File: src/common/sebm_pkg.sv
// Shared constants for the enhanced buffer serial master.
package sebm_pkg;
   localparam int unsigned FIFO_DEPTH = 8;
   localparam int unsigned COUNT_W = 4;
   localparam int unsigned DATA_W = 16;
   localparam logic [2:0] PRESCALE_RESET = 3'h0;
   localparam logic [2:0] PRESCALE_SAFE_MAX = 3'h1;
   localparam int unsigned WAKE_NULL_ITEMS = 2;
   localparam logic [15:0] NULL_ITEM = 16'h0000;
   localparam int unsigned FRAMED_BIT_POS = 15;
   localparam int unsigned SYS_CLK_HZ = 20000000;
   localparam int unsigned SYS_CLK_NS = 1000000000 / SYS_CLK_HZ;
   typedef enum logic [1:0] {
      SEBM_IDLE = 2'b00,
      SEBM_LOAD = 2'b01,
      SEBM_SHIFT = 2'b10
   } sebm_state_type;
endpackage

File: src/core/sebm_master.sv
// Serial master with transmit and receive FIFOs in enhanced buffer mode.
// Operation
// In enhanced buffer mode, waking from sleep shifts out two zero items and captures two zero items.
// After such a wake-up, software reads the receive buffer twice to discard the zero items.
// Software should clear the module on bit before putting the device to sleep in enhanced buffer mode.
// With a combined prescale above 1:4 in enhanced mode, the transmit-full flag clears while data is unsent.
// Software should use a total prescale of 1:4 or less to avoid the early flag clearing.
// Software may count sent items with the receive-full flag or the element count instead.
// If pacing on the transmit-full flag, software waits half a serial clock after it clears before writing.
// Framed modes are unsupported and the framed-mode select bit must stay cleared.
// All other serial modes behave as normally defined.
// Enhanced buffer operation is chosen by setting the enhanced buffer select bit.
// The master makes the serial clock and shifts one item out and one in per transfer.
`timescale 1ns/1ps
module sebm_master #(
   parameter int unsigned DEPTH = sebm_pkg::FIFO_DEPTH,
   parameter int unsigned WIDTH = sebm_pkg::DATA_W
) (
   input wire logic sys_clk,
   input wire logic reset_n,
   input wire logic module_on_bit,
   input wire logic enhanced_buffer_select,
   input wire logic framed_mode_select,
   input wire logic word_mode,
   input wire logic clock_idle_high,
   input wire logic [2:0] prescale,
   input wire logic sleep_wake,
   input wire logic tx_write,
   input wire logic [WIDTH-1:0] tx_data,
   input wire logic rx_read,
   output logic [WIDTH-1:0] rx_data,
   output logic transmit_full_flag,
   output logic receive_full_flag,
   output logic [sebm_pkg::COUNT_W-1:0] buffer_element_count,
   output logic framed_error,
   output logic sck,
   output logic sdo,
   input wire logic sdi
);
   localparam int unsigned PW = $clog2(DEPTH);

   logic [WIDTH-1:0] tx_mem [DEPTH];
   logic [WIDTH-1:0] rx_mem [DEPTH];
   logic [PW-1:0] tx_wr, tx_rd, rx_wr, rx_rd;
   logic [PW:0] tx_cnt, rx_cnt;
   sebm_pkg::sebm_state_type state;
   logic [WIDTH-1:0] shift;
   logic [4:0] bits_left;
   logic [7:0] div_cnt;
   logic sck_phase;
   logic rx_bit;
   logic null_item;
   logic [1:0] wake_pending;
   logic in_sync1, in_sync2, in_sync3;

   ////////////////////////////////////////////////////////////////////////
   // Decode.

   wire enabled = module_on_bit & ~framed_mode_select;
   wire enhanced = enabled & enhanced_buffer_select;
   wire [PW:0] depth_eff = enhanced ? (PW+1)'(DEPTH) : (PW+1)'(1);
   wire tx_push = enabled & tx_write & (tx_cnt < depth_eff);
   wire rx_pop = rx_read & (rx_cnt != '0);
   wire slot_free = rx_cnt < depth_eff;
   wire have_tx = (tx_cnt != '0) | (wake_pending != 2'h0);
   wire start = enabled & (state == sebm_pkg::SEBM_IDLE) & have_tx & slot_free;
   wire [7:0] half_period = 8'h01 << prescale;
   wire tick = (div_cnt == half_period - 8'h01);
   wire [4:0] item_bits = word_mode ? 5'h10 : 5'h08;
   wire sample_edge = tick & ~sck_phase & (state == sebm_pkg::SEBM_SHIFT);
   wire shift_edge = tick & sck_phase & (state == sebm_pkg::SEBM_SHIFT);
   wire last_bit = shift_edge & (bits_left == 5'h01);
   wire use_null = (wake_pending != 2'h0);
   wire tx_pop = start & ~use_null;
   wire slow = prescale > sebm_pkg::PRESCALE_SAFE_MAX;
   wire [WIDTH-1:0] msb_mask = word_mode ? WIDTH'(1) << 15 : WIDTH'(1) << 7;

   // early flag
   wire tx_full_raw = enhanced ? (tx_cnt == (PW+1)'(DEPTH)) : (tx_cnt != '0);
   wire tx_full_early = enhanced & slow & (state == sebm_pkg::SEBM_SHIFT) & (tx_cnt == (PW+1)'(DEPTH));

   ////////////////////////////////////////////////////////////////////////
   // Input synchroniser.

   always_ff @(posedge sys_clk or negedge reset_n) begin
      if (!reset_n) begin
         in_sync1 <= 1'b0;
         in_sync2 <= 1'b0;
         in_sync3 <= 1'b0;
      end else begin
         in_sync1 <= sdi;
         in_sync2 <= in_sync1;
         in_sync3 <= in_sync2;
      end
   end

   // Agreement of the last two stages filters a bit that is still settling.
   wire sdi_bit = (in_sync2 == in_sync3) ? in_sync3 : rx_bit;
   // The stored item must include the bit that enters on the last trailing edge.
   wire [WIDTH-1:0] next_shift = {shift[WIDTH-2:0], rx_bit};

   ////////////////////////////////////////////////////////////////////////
   // FIFOs.

   always_ff @(posedge sys_clk or negedge reset_n) begin
      if (!reset_n) begin
         tx_wr <= '0;
         tx_rd <= '0;
         tx_cnt <= '0;
      end else if (!enabled) begin
         tx_wr <= '0;
         tx_rd <= '0;
         tx_cnt <= '0;
      end else begin
         if (tx_push) begin
            tx_mem[tx_wr] <= tx_data;
            tx_wr <= (tx_wr == PW'(DEPTH-1)) ? '0 : tx_wr + 1'b1;
         end
         if (tx_pop)
            tx_rd <= (tx_rd == PW'(DEPTH-1)) ? '0 : tx_rd + 1'b1;
         tx_cnt <= tx_cnt + (PW+1)'(tx_push) - (PW+1)'(tx_pop);
      end
   end

   // capture per transfer
   always_ff @(posedge sys_clk or negedge reset_n) begin
      if (!reset_n) begin
         rx_wr <= '0;
         rx_rd <= '0;
         rx_cnt <= '0;
         rx_data <= '0;
      end else if (!enabled) begin
         rx_wr <= '0;
         rx_rd <= '0;
         rx_cnt <= '0;
      end else begin
         if (last_bit) begin
            if (null_item)
               rx_mem[rx_wr] <= sebm_pkg::NULL_ITEM;
            else
               rx_mem[rx_wr] <= word_mode ? next_shift : {8'h00, next_shift[7:0]};
            rx_wr <= (rx_wr == PW'(DEPTH-1)) ? '0 : rx_wr + 1'b1;
         end
         if (rx_pop) begin
            rx_data <= rx_mem[rx_rd];
            rx_rd <= (rx_rd == PW'(DEPTH-1)) ? '0 : rx_rd + 1'b1;
         end
         rx_cnt <= rx_cnt + (PW+1)'(last_bit) - (PW+1)'(rx_pop);
      end
   end

   ////////////////////////////////////////////////////////////////////////
   // Shifter and clock generator.

   always_ff @(posedge sys_clk or negedge reset_n) begin
      if (!reset_n) begin
         state <= sebm_pkg::SEBM_IDLE;
         shift <= '0;
         bits_left <= 5'h00;
         div_cnt <= 8'h00;
         sck_phase <= 1'b0;
         wake_pending <= 2'h0;
         rx_bit <= 1'b0;
         null_item <= 1'b0;
      end else if (!enabled) begin
         state <= sebm_pkg::SEBM_IDLE;
         div_cnt <= 8'h00;
         sck_phase <= 1'b0;
         wake_pending <= 2'h0;
      end else begin
         // wake null items
         if (sleep_wake & enhanced)
            wake_pending <= 2'(sebm_pkg::WAKE_NULL_ITEMS);
         else if (start & use_null)
            wake_pending <= wake_pending - 2'h1;
         unique case (state)
            sebm_pkg::SEBM_IDLE: begin
               div_cnt <= 8'h00;
               sck_phase <= 1'b0;
               if (start) begin
                  shift <= use_null ? sebm_pkg::NULL_ITEM : tx_mem[tx_rd];
                  null_item <= use_null;
                  bits_left <= item_bits;
                  state <= sebm_pkg::SEBM_LOAD;
               end
            end
            sebm_pkg::SEBM_LOAD:
               state <= sebm_pkg::SEBM_SHIFT;
            sebm_pkg::SEBM_SHIFT: begin
               div_cnt <= tick ? 8'h00 : div_cnt + 8'h01;
               // clock and shift
               if (tick)
                  sck_phase <= ~sck_phase;
               if (sample_edge)
                  rx_bit <= sdi_bit;
               if (shift_edge) begin
                  shift <= next_shift;
                  bits_left <= bits_left - 5'h01;
                  if (last_bit)
                     state <= sebm_pkg::SEBM_IDLE;
               end
            end
            default:
               state <= sebm_pkg::SEBM_IDLE;
         endcase
      end
   end

   ////////////////////////////////////////////////////////////////////////
   // Outputs.

   always_ff @(posedge sys_clk or negedge reset_n) begin
      if (!reset_n) begin
         sck <= 1'b0;
         sdo <= 1'b0;
         transmit_full_flag <= 1'b0;
         receive_full_flag <= 1'b0;
         buffer_element_count <= '0;
         framed_error <= 1'b0;
      end else begin
         sck <= clock_idle_high ^ (sck_phase & (state == sebm_pkg::SEBM_SHIFT));
         sdo <= (state != sebm_pkg::SEBM_IDLE) & ((shift & msb_mask) != '0);
         // flag may clear early
         transmit_full_flag <= tx_full_raw & ~tx_full_early;
         // normal mode flags
         receive_full_flag <= enhanced ? (rx_cnt == (PW+1)'(DEPTH)) : (rx_cnt != '0);
         buffer_element_count <= sebm_pkg::COUNT_W'(tx_cnt);
         // framed unsupported
         framed_error <= module_on_bit & framed_mode_select;
      end
   end
endmodule

File: config.mk
export PLATFORM = sky130hd
export DESIGN_NAME = sebm_master
export DESIGN_NICKNAME = d
export VERILOG_FILES = /design/src/common/sebm_pkg.sv /design/src/core/sebm_master.sv
export SDC_FILE = /design/constraint.sdc
export NUM_CORES = 1
export LEC_CHECK = 0
export BUFFER_PORTS_ARGS = -buffer_cell sky130_fd_sc_hd__buf_2
export CAP_MARGIN = 25
export CORE_MARGIN = 4
export CORE_UTILIZATION = 40
export CTS_BUF_LIST = sky130_fd_sc_hd__clkbuf_16
export DETAILED_ROUTE_END_ITERATION = 8
export GPL_TIMING_DRIVEN = 0
export SETUP_SLACK_MARGIN = 0.5
export SYNTH_ARGS = -nofsm -noshare
export SYNTH_HDL_FRONTEND = slang
export SYNTH_SLANG_ARGS = --single-unit
File: constraint.sdc
create_clock -name sys_clk -period 6.15 [get_ports sys_clk]
set_input_delay 0.3075 -clock sys_clk [delete_from_list [all_inputs] [get_ports sys_clk]]
set_output_delay 0.3075 -clock sys_clk [all_outputs]
set_load 0.03 [all_outputs]
# Yosys cells after proc, flatten, opt, wreduce, memory -nomap -nowiden
# Memories as Yosys holds them, arrays and structs flattened. A register that Yosys moved wholly into a read port is not among the register bits.
# Index checks and enable logic that the tools add are counted.
classes:
  addsub: 12
  order_cmp: 3
  n_eq_ne: 23
  n_shift: 1
  mux: 53
  n_bitwise: 31
  n_reduce_logical: 17
op_table:
  columns: ["op", "count"]
  rows:
  - ["16-bit 2-to-1 mux", 6]
  - ["3-bit 2-to-1 mux", 12]
  - ["16-bit case mux with 2 select lines", 1]
  - ["1-bit bitwise AND", 23]
  - ["16-bit bitwise AND", 1]
  - ["8-bit 2-to-1 mux", 2]
  - ["8-bit case mux with 2 select lines", 1]
  - ["16-bit nonzero test", 1]
  - ["1-bit 2-to-1 mux", 15]
  - ["5-bit 2-to-1 mux", 3]
  - ["2-bit 2-to-1 mux", 7]
  - ["3-bit by 1-bit adder with 3-bit output, second input constant", 4]
  - ["3-bit == test, second input constant", 4]
  - ["4-bit 2-to-1 mux", 3]
  - ["3-bit != test, second input constant", 4]
  - ["5-bit case mux with 2 select lines", 1]
  - ["4-bit by 1-bit adder with 4-bit output", 2]
  - ["8-bit by 1-bit adder with 8-bit output, second input constant", 1]
  - ["4-bit == test, second input constant", 2]
  - ["8-bit == test", 1]
  - ["4-bit less-than comparator", 2]
  - ["2-bit by 1-bit != test with 1-bit output, second input constant", 4]
  - ["4-bit AND reduction", 2]
  - ["4-bit nonzero test", 2]
  - ["23 further kinds", 36]
totals:
  ff_bits: 68
  mem_bits_rw: 256
  input_bits: 30
  output_inout_bits: 25
  wordCells: 165
  mem_count: 2
memory_table:
  columns: ["name", "depth", "word_bits", "rd", "rd_ports_with_merged_regs", "wr", "line_no", "source"]
  rows:
  - ["rx_mem", 8, 16, 1, 1, 1, "sebm_master.sv:43", "logic [WIDTH-1:0] rx_mem [DEPTH];"]
  - ["tx_mem", 8, 16, 1, 0, 1, "sebm_master.sv:42", "logic [WIDTH-1:0] tx_mem [DEPTH];"]

# Depth between registers and ports, before layout
# Gate-level depths: netlist (run 1).
depth:
  word_depth: 11
  mapped_depth: 17
  depth_no_buf: 14

# Worst setup path before layout (run 1)
# No wires, ideal clock.
synth_timing:
  kind: "input -> register"
  from: "input port prescale[0]"
  to: "memory rx_mem[0][0] (netlist bit), enable pin"
  setup_ns: 0.430
  t_arrival_ns: 3.945
  required_ns: 5.720
  path_slack_ns: 1.774
  cell_stages: 10
  n_path_buf: 3
  cell_sequence: "buf_2 -> or3_1 -> ha_1 -> buf_4 -> o21ba_2 -> o311ai_1 -> o31a_1 -> buf_2 -> nand4_1 -> nor4_1"
synth_between:
  elab_chain_len: 11
  elab_cells_between_ends: 15
  cone_classes: "add/sub (1); eq/ne (1); shift (1); mux (6); bitwise (4); reduce/logical (2)"
synth_lines:
  columns: ["element", "line_no", "source"]
  rows:
  - ["from (decl)", "sebm_master.sv:26", "input wire logic [2:0] prescale,"]
  - ["1-bit by 3-bit left shift with 8-bit output *", "sebm_master.sv:67", "wire [7:0] half_period = 8'h01 << prescale;"]
  - ["8-bit by 1-bit subtractor with 8-bit output *", "sebm_master.sv:68", "wire tick = (div_cnt == half_period - 8'h01);"]
  - ["8-bit == test *", "sebm_master.sv:68", null]
  - ["1-bit bitwise AND * (2 in a row)", "sebm_master.sv:71", "wire shift_edge = tick & sck_phase & (state == sebm_pkg::SEBM_SHIFT);"]
  - ["1-bit bitwise AND *", "sebm_master.sv:72", "wire last_bit = shift_edge & (bits_left == 5'h01);"]
  - ["1-bit 2-to-1 mux", "sebm_master.sv:137", "if (last_bit) begin"]
  - ["1-bit 2-to-1 mux", "sebm_master.sv:132", "end else if (!enabled) begin"]
  - ["1-bit logical AND, on equally long branches", "sebm_master.sv:139, sebm_master.sv:141", null]
  - ["1-bit 2-to-1 mux, on equally long branches", "sebm_master.sv:139, sebm_master.sv:141", null]
  - ["1-bit OR (no source line) *", null, null]
  - ["to (decl)", "sebm_master.sv:43", null]
# Mark *: on every way between the ends. The rest lies on a longest branch, timed or not.

# Final worst setup path (run 1)
layout_timing:
  from: "input port module_on_bit"
  to: "register tx_cnt[3]"
layout_between:
  elab_chain_len: 8
  elab_cells_between_ends: 14
  cone_classes: "add/sub (2); order compare (2); mux (2); bitwise (8)"
layout_lines:
  columns: ["element", "line_no", "source"]
  rows:
  - ["from (decl)", "sebm_master.sv:21", "input wire logic module_on_bit,"]
  - ["1-bit bitwise AND *", "sebm_master.sv:59", "wire enabled = module_on_bit & ~framed_mode_select;"]
  - ["1-bit bitwise AND", "sebm_master.sv:60", "wire enhanced = enabled & enhanced_buffer_select;"]
  - ["4-bit 2-to-1 mux", "sebm_master.sv:61", "wire [PW:0] depth_eff = enhanced ? (PW+1)'(DEPTH) : (PW+1)'(1);"]
  - ["4-bit less-than comparator, on equally long branches", "sebm_master.sv:62, sebm_master.sv:64", null]
  - ["1-bit bitwise AND, on equally long branches", "sebm_master.sv:62, sebm_master.sv:66", null]
  - ["4-bit by 1-bit adder with 4-bit output / 1-bit bitwise AND (equally long branches)", "sebm_master.sv:121, sebm_master.sv:74", null]
  - ["4-bit by 1-bit subtractor with 4-bit output", "sebm_master.sv:121", "tx_cnt <= tx_cnt + (PW+1)'(tx_push) - (PW+1)'(tx_pop);"]
  - ["4-bit 2-to-1 mux *", "sebm_master.sv:110", "end else if (!enabled) begin"]
  - ["to (signal assigned)", "sebm_master.sv:121", null]
  - ["to (decl)", "sebm_master.sv:45", "logic [PW:0] tx_cnt, rx_cnt;"]
# Marks and branches as above.
# A chain may end at the register's enable or synchronous reset.

==> run_results.csv, run 1 <==
group,metric,value,unit
status,status,"finished clean",
yosys,synth_edf_count,256,
clock_tree,clk_pin_slew_worst_paths,0.06,ns
timing,final-max-slew-violation-count,0,
yosys,ys_seq_elements,340,
detailed_routing,drtIter0Drc,494,
layout,finish.utilization,0.476,
detailed_routing,wl_per_cell,19.6,um
yosys,ys_seq_area_frac,0.687,
placed_design,portBuffers,52,
setup_path,cpPeakStageDelay,0.51,ns
clock_tree,cts_resized,0,
floorplan,core_area,34800,sq um
layout,layout-drive-gt1-share,0.242,
yosys,synthTopCellsByArea,"edfxtp_1, dfrtp_1, mux4_2",
timing,layout_min_cycle_time,3.69,ns
detailed_routing,routed_wl,28.8,mm
grt,track_usage,0.150,
setup_path,r2r_slack,2.71,ns
placed_design,dpl_cell_area,15400,sq um
clock_tree,cts_buffers,36,
timing,maxSlewHeadroom,0.404,
yosys,netlist_instances,870,
floorplan,io_pins,55,
yosys,syn_area,14200,sq um
setup_path,critical_path.cell_chain,"buf_2 -> nor2b_1 -> clkbuf_1 -> nand2_1 -> ha_1 -> o41ai_1 -> nand4_1 -> nor2_1 -> ha_1 -> inv_1 -> ha_1 -> a21o_1 -> a21oi_1 -> xnor2_1 -> nor2_1",
layout,diodes,0,
power,finalPower,5.31,mW
timing,clock_skew,0.0210,ns
yosys,syn_avg_cell_area,16.4,sq um
grt,grt_max_degree,64,
grt,gr-total-overflow,0,
timing,period_share,0.600,
setup_path,startpoint_type,"primary input",
setup_path,r2r-start,"div_cnt[4]",
detailed_routing,drc_errors,0,
detailed_routing,vias,7677,
setup_path,rr_endpoint,"rx_mem[2][14]",
grt,grt_first_pass_wirelength,45.7,mm
yosys,yosysMostFrequentCell,"edfxtp_1",
setup_path,end_kind,"flop",
detailed_routing,drt_pre_antenna_iters,5,
clock_tree,cts_tree,"built",
floorplan,dieHeight,197,um
layout,syn_to_final_growth,16.3,%
power,powerDensity,321,nW/um^2
setup_path,r2r_cells,8,
yosys,synth_warnings,0,
floorplan,die_width,197,um
setup_path,worstSetupStartpoint,"module_on_bit",
yosys,synth_area_leader_cell,"edfxtp_1",
placed_design,gp_congestion,0.778,
yosys,synth_nets,929,
layout,fin_area,16600,sq um
grt,antenna_found_initial,3,
yosys,synthArstFlopShare,0.247,
setup_path,worstPathArrival,4.05,ns
grt,grt_pass1_vias,7977,
floorplan,row_count,68,
yosys,synth_flop_cell,"edfxtp_1",
timing,fmax,0.271,GHz
floorplan,die-area,38700,sq um
detailed_routing,final_antenna_net_count,0,
clock_tree,cts.path.max_buffers,3,
setup_path,cp_data_required_time,6.51,ns
setup_path,cp_common_cell,"ha_1",
timing,worst_slew_pin_slew,0.893,ns
power,leakagePower,6.11,nW
setup_path,critPathMaxFanout,10,
setup_path,critPathKind,"primary input to flop",
timing,rsz0062_at_grt,"false",
hold_path,min-delay-start,"module_on_bit",
clock_tree,worst_skew_pair.late_latency,0.52,ns
clock_tree,cts_hold_buf,3,
clock_tree,htree_levels,2,
clock_tree,cts_setup_buffers,0,
timing,setup_viol,0,
placed_design,hpwl,19.9,mm
setup_path,endpoint,"tx_cnt[3]",
setup_path,crit_slowest_cell,"nor2_1",
timing,fin_setup_tns,0,ns
timing,holdWs,0.0546,ns
layout,fillers,2910,
detailed_routing,viasPerCell,5.24,
yosys,synthTopCellsByCount,"edfxtp_1, dfrtp_1, nand2_1",
yosys,synth_top_area_share,0.540,
layout,nets,1042,
timing,hold_viol,0,
clock_tree,cts_sinks,340,
yosys,synthDistinctLibCells,60,
floorplan,initial_core_util,0.409,
flow_run,cap_violations,0,
clock_tree,cts_root_buf,"clkbuf_16",
power,ir_drop,0.000249,V
hold_path,hold_path_class,"primary input to flop",
-- worst max-delay path: cells and delay by family --
| kind | cells | cell delay, ns |
|---|---|---|
| AO/OA/AOI/OAI | 3 | 0.40 |
| XOR/XNOR | 1 | 0.14 |
| adder cells (fa/ha/maj) | 3 | 0.81 |
| buffers and inverters | 3 | 0.64 |
| AND/OR/NAND/NOR | 5 | 1.76 |
-- sequential cells by signal, indices dropped and copies added (netlist names), 2 cells and up --
register              count
bits_left                 5
buffer_element_count      4
div_cnt                   8
rx_cnt                    4
rx_data                  16
rx_mem                  128
rx_rd                     3
rx_wr                     3
shift                    16
state                     2
tx_cnt                    4
tx_mem                  128
tx_rd                     3
tx_wr                     3
wake_pending              2
-- cells in the final DEF (no fill, tap or decap), drive strengths merged, types with 3 or more instances in the layout --
cell type      n
xnor2          9
buf           88
inv           34
nand3          6
or3            4
clkinv        14
nand2b        11
clkbuf        67
nand2         80
mux2i         33
a21o           3
o221ai         5
ha            27
mux2          17
nor4           3
nand4          8
dfrtp         84
edfxtp       256
nor3          15
a21oi         13
a31oi          6
o21ai         45
and2          17
mux4          64
nor2          29
a31o           3
nor2b          6
and3          11
o31ai          7
dlygate4sd3    3
-- area by class of cell --
class	count	area, sq um	share of cell area
sequential	340	9790	0.591
clock inverter	28	185	0.0112
buffer	46	205	0.0124
tap	455	569	0.0344
multi-input combinational	460	4230	0.255
clock buffer	37	926	0.0559
timing repair buffer	75	571	0.0344
inverter	24	90.1	0.00544
-- worst min path at each step --
stage / end / cells after the start
6_report: framed_error / 2
5_1_grt: framed_error / 2
4_1_cts: tx_mem[7][9] / 1
3_5_place_dp: in_sync2 / 1
3_3_place_gp: in_sync2 / 0
2_1_floorplan: bits_left[0] / 0
-- metal layers --
layer  global-route usage  share of wire  vias to the layer above
met5                    0         0.0012                        -
met4               0.0378          0.015                        6
met3               0.0262          0.041                       40
met2                0.249           0.49                      136
met1                0.209           0.45                     3908
li1                     -              -                     3587
-- where the power goes --
part	switching [mW]	internal [mW]
registers	0.0816	2.58
logic	0.338	0.273
clock network	0.865	1.18
-- cell families after synthesis --
group | synth area share
DFF | 0.687
xor gates and xnor gates | 0.00615
adders and majority gates | 0.0265
buffers and inverters | 0.0207
and+or+nand+nor | 0.0719
muxes | 0.142
AOI/OAI and AO/OA | 0.0452
-- per-stage QoR --
stage,setup WS [ns],cells
floorplan,1.77,870
global placement,0.219,1377
detailed placement,1.92,1397
CTS,2.46,1465
global route,2.04,1465
finish,2.46,1465
(Power assumes the default switching activity.)
==> inputs of run 2 (changes only) <==
==> constraint.sdc (replaced) <==
create_clock -name sys_clk -period 3.8 [get_ports sys_clk]
set_input_delay 0.19 -clock sys_clk [delete_from_list [all_inputs] [get_ports sys_clk]]
set_output_delay 0.19 -clock sys_clk [all_outputs]
set_load 0.03 [all_outputs]
==> run 2 against run 1 <==
First-iteration DRC count shrank 18%. Total power grew 68%. Register-to-register slack lost 1.8 ns. Setup slack lost 1.7 ns. Clock skew grew 0.0064 ns. Non-clock buffer count grew 26. Critical path depth is the same. Global-route usage grew 0.55 points. Final area grew 3.5%. Sequential cell count is the same. Critical endpoint unchanged. Highest routed layer is now met4.
==> run_results.csv, run 2 (synthesis gave the netlist of run 1 again) <==
group,metric,value,unit
status,status,"finished clean",
grt,use_met2,0.259,
power,powerDensity,521,nW/um^2
grt,busiest_layer,"met2",
timing,clock_skew,0.0275,ns
clock_tree,cts_sinks,340,
layout,reg_top3,"rx_mem (128), tx_mem (128)",
power,p_seq_frac,0.482,
timing,setup_viol,0,
power,power_frac_comb,0.114,
placed_design,hpwl,19.8,mm
hold_path,min_delay_path_depth,3,
grt,track_usage,0.156,
detailed_routing,wl_per_cell,19.6,um
grt,use_met1,0.217,
floorplan,die_width,197,um
detailed_routing,vias,7786,
power,p_sw,2.13,mW
setup_path,r2r_cells,12,
clock_tree,worst_skew_pair.late_latency,0.53,ns
setup_path,rr_endpoint,"rx_cnt[2]",
floorplan,dieHeight,197,um
timing,layout_min_cycle_time,3.02,ns
timing,maxSlewHeadroom,0.403,
placed_design,dp.cells,1395,
timing,rsz0062_at_grt,"true",
layout,final_cells,1494,
timing,fmax,0.332,GHz
setup_path,end_kind,"flop",
layout,fillers,2886,
grt,grt_pass1_vias,8253,
setup_path,r2r_slack,0.93,ns
detailed_routing,drt_pre_antenna_iters,5,
clock_tree,cts.path.max_buffers,3,
setup_path,crit_slowest_cell,"nand4_1",
layout,syn_to_final_growth,20.3,%
hold_path,holdPathEnd,"wake_pending[1]",
timing,layout_setup_ws,0.785,ns
timing,period_share,0.793,
hold_path,hold_path_class,"primary input to flop",
floorplan,initial_core_util,0.409,
timing,fin_setup_tns,0,ns
timing,final-max-slew-violation-count,0,
layout,layout_common_cells,"edfxtp_1, dfrtp_1, nand2_1",
timing,hold_viol,0,
setup_path,critPathKind,"primary input to flop",
detailed_routing,routed_wl,29.3,mm
clock_tree,htree_levels,2,
power,internal_power,6.80,mW
grt,antenna_found_initial,1,
floorplan,io_pins,55,
placed_design,gp_congestion,0.771,
grt,met3_usage,0.0279,
power,p_sw_frac,0.239,
grt,grt_first_pass_wirelength,47.4,mm
power,ir_drop,0.000357,V
power,pwr-share-clk,0.404,
setup_path,critPathMaxFanout,10,
setup_path,startpoint_type,"primary input",
setup_path,r2r-start,"div_cnt[4]",
floorplan,row_count,68,
setup_path,worstPathArrival,3.38,ns
detailed_routing,viasPerCell,5.21,
setup_path,cpPeakStageDelay,0.39,ns
floorplan,die-area,38700,sq um
layout,nets,1069,
placed_design,dp_slack,-0.324,ns
hold_path,min-delay-start,"enhanced_buffer_select",
timing,holdWs,0.0302,ns
detailed_routing,drc_errors,0,
detailed_routing,final_antenna_net_count,0,
setup_path,cp_data_required_time,4.16,ns
setup_path,critical_path.cell_chain,"buf_2 -> nor2b_2 -> clkbuf_2 -> nand2_1 -> ha_1 -> o41ai_1 -> nand4_1 -> nor2_2 -> ha_1 -> inv_1 -> ha_1 -> a21o_1 -> a21oi_1 -> xnor2_1 -> nor2_1",
floorplan,core_area,34800,sq um
detailed_routing,drtIter0Drc,406,
grt,grt_max_degree,57,
clock_tree,cts_tree,"built",
layout,layout_commonest_cell,"edfxtp_1",
timing,worst_slew_pin_slew,0.896,ns
placed_design,portBuffers,52,
flow_run,cap_violations,0,
layout,layout-drive-gt1-share,0.246,
setup_path,cp_common_cell,"ha_1",
clock_tree,cts_root_buf,"clkbuf_16",
clock_tree,cts_buffers,37,
clock_tree,clk_pin_slew_worst_paths,0.05,ns
power,leakagePower,6.40,nW
grt,gr-total-overflow,0,
[run 2: worst max-delay path by stage]
stage | cells past startpoint | end | slack, ns | startpoint
2_1_floorplan | 10 | rx_mem[2][0] | 0.42 | prescale[0]
4_1_cts | 15 | tx_cnt[3] | 0.54 | module_on_bit
3_3_place_gp | 10 | tx_mem[1][3] | -1.72 | module_on_bit
5_1_grt | 15 | tx_cnt[3] | 0.48 | module_on_bit
6_report | 15 | tx_cnt[3] | 0.78 | module_on_bit
3_5_place_dp | 13 | rx_mem[0][2] | -0.32 | prescale[1]
[run 2: through the flow]
| step | util | power, mW | cell area (sq um) |
|---|---|---|---|
| after floorplan | - | 5.08 | 14400 |
| after global placement | 0.437 | 5.36 | 15200 |
| after detailed placement | 0.448 | 5.39 | 15600 |
| after CTS | 0.492 | 9.02 | 17100 |
| after global routing | 0.492 | 9.33 | 17100 |
| final | 0.492 | 8.93 | 17100 |
[run 2: area by class of cell]
class	count	area [sq um]	share of cell area
diodes	1	2.50	0.000146
plain buffers	46	229	0.0134
clock buffers	38	951	0.0555
clock inverters	29	279	0.0163
inverters	24	90.1	0.00526
multi-input cells	460	4330	0.253
flip-flops and latches	340	9790	0.571
well taps	455	569	0.0332
repair buffers	101	893	0.0521
[run 2: routing by layer]
layer  vias to the layer above  routed length, um
met4                         0                587
li1                       3647                  -
met2                       155              14400
met1                      3937              13000
met5                         -                  0
met3                        47               1350
[run 2: power by group through the flow]
stage          Sequential, mW  Combinational (mW)  Clock (mW)
6_report                 4.31                1.02        3.60
5_1_grt                  4.33                1.14        3.86
4_1_cts                  4.31                1.04        3.68
3_5_place_dp             4.38                1.01           0
3_3_place_gp             4.38               0.987           0
2_1_floorplan            4.48               0.601           0
[run 2: timing repair]
action                                  4_1_cts  5_1_grt
pin swaps                                     3        1
resized for setup                             2        3
hold endpoints to repair                    165        0
hold buffers                                 22        0
endpoints found under the setup margin       88       29
cloned                                        0        0
buffers inserted                              9        0
[run 2: critical path: cells and delay by family]
| family | cells | cell delay, ns |
|---|---|---|
| AOI/OAI and AO/OA | 3 | 0.39 |
| xor gates and xnor gates | 1 | 0.14 |
| adders and majority gates | 3 | 0.79 |
| and+or+nand+nor | 5 | 1.36 |
| buffers and inverters | 3 | 0.50 |
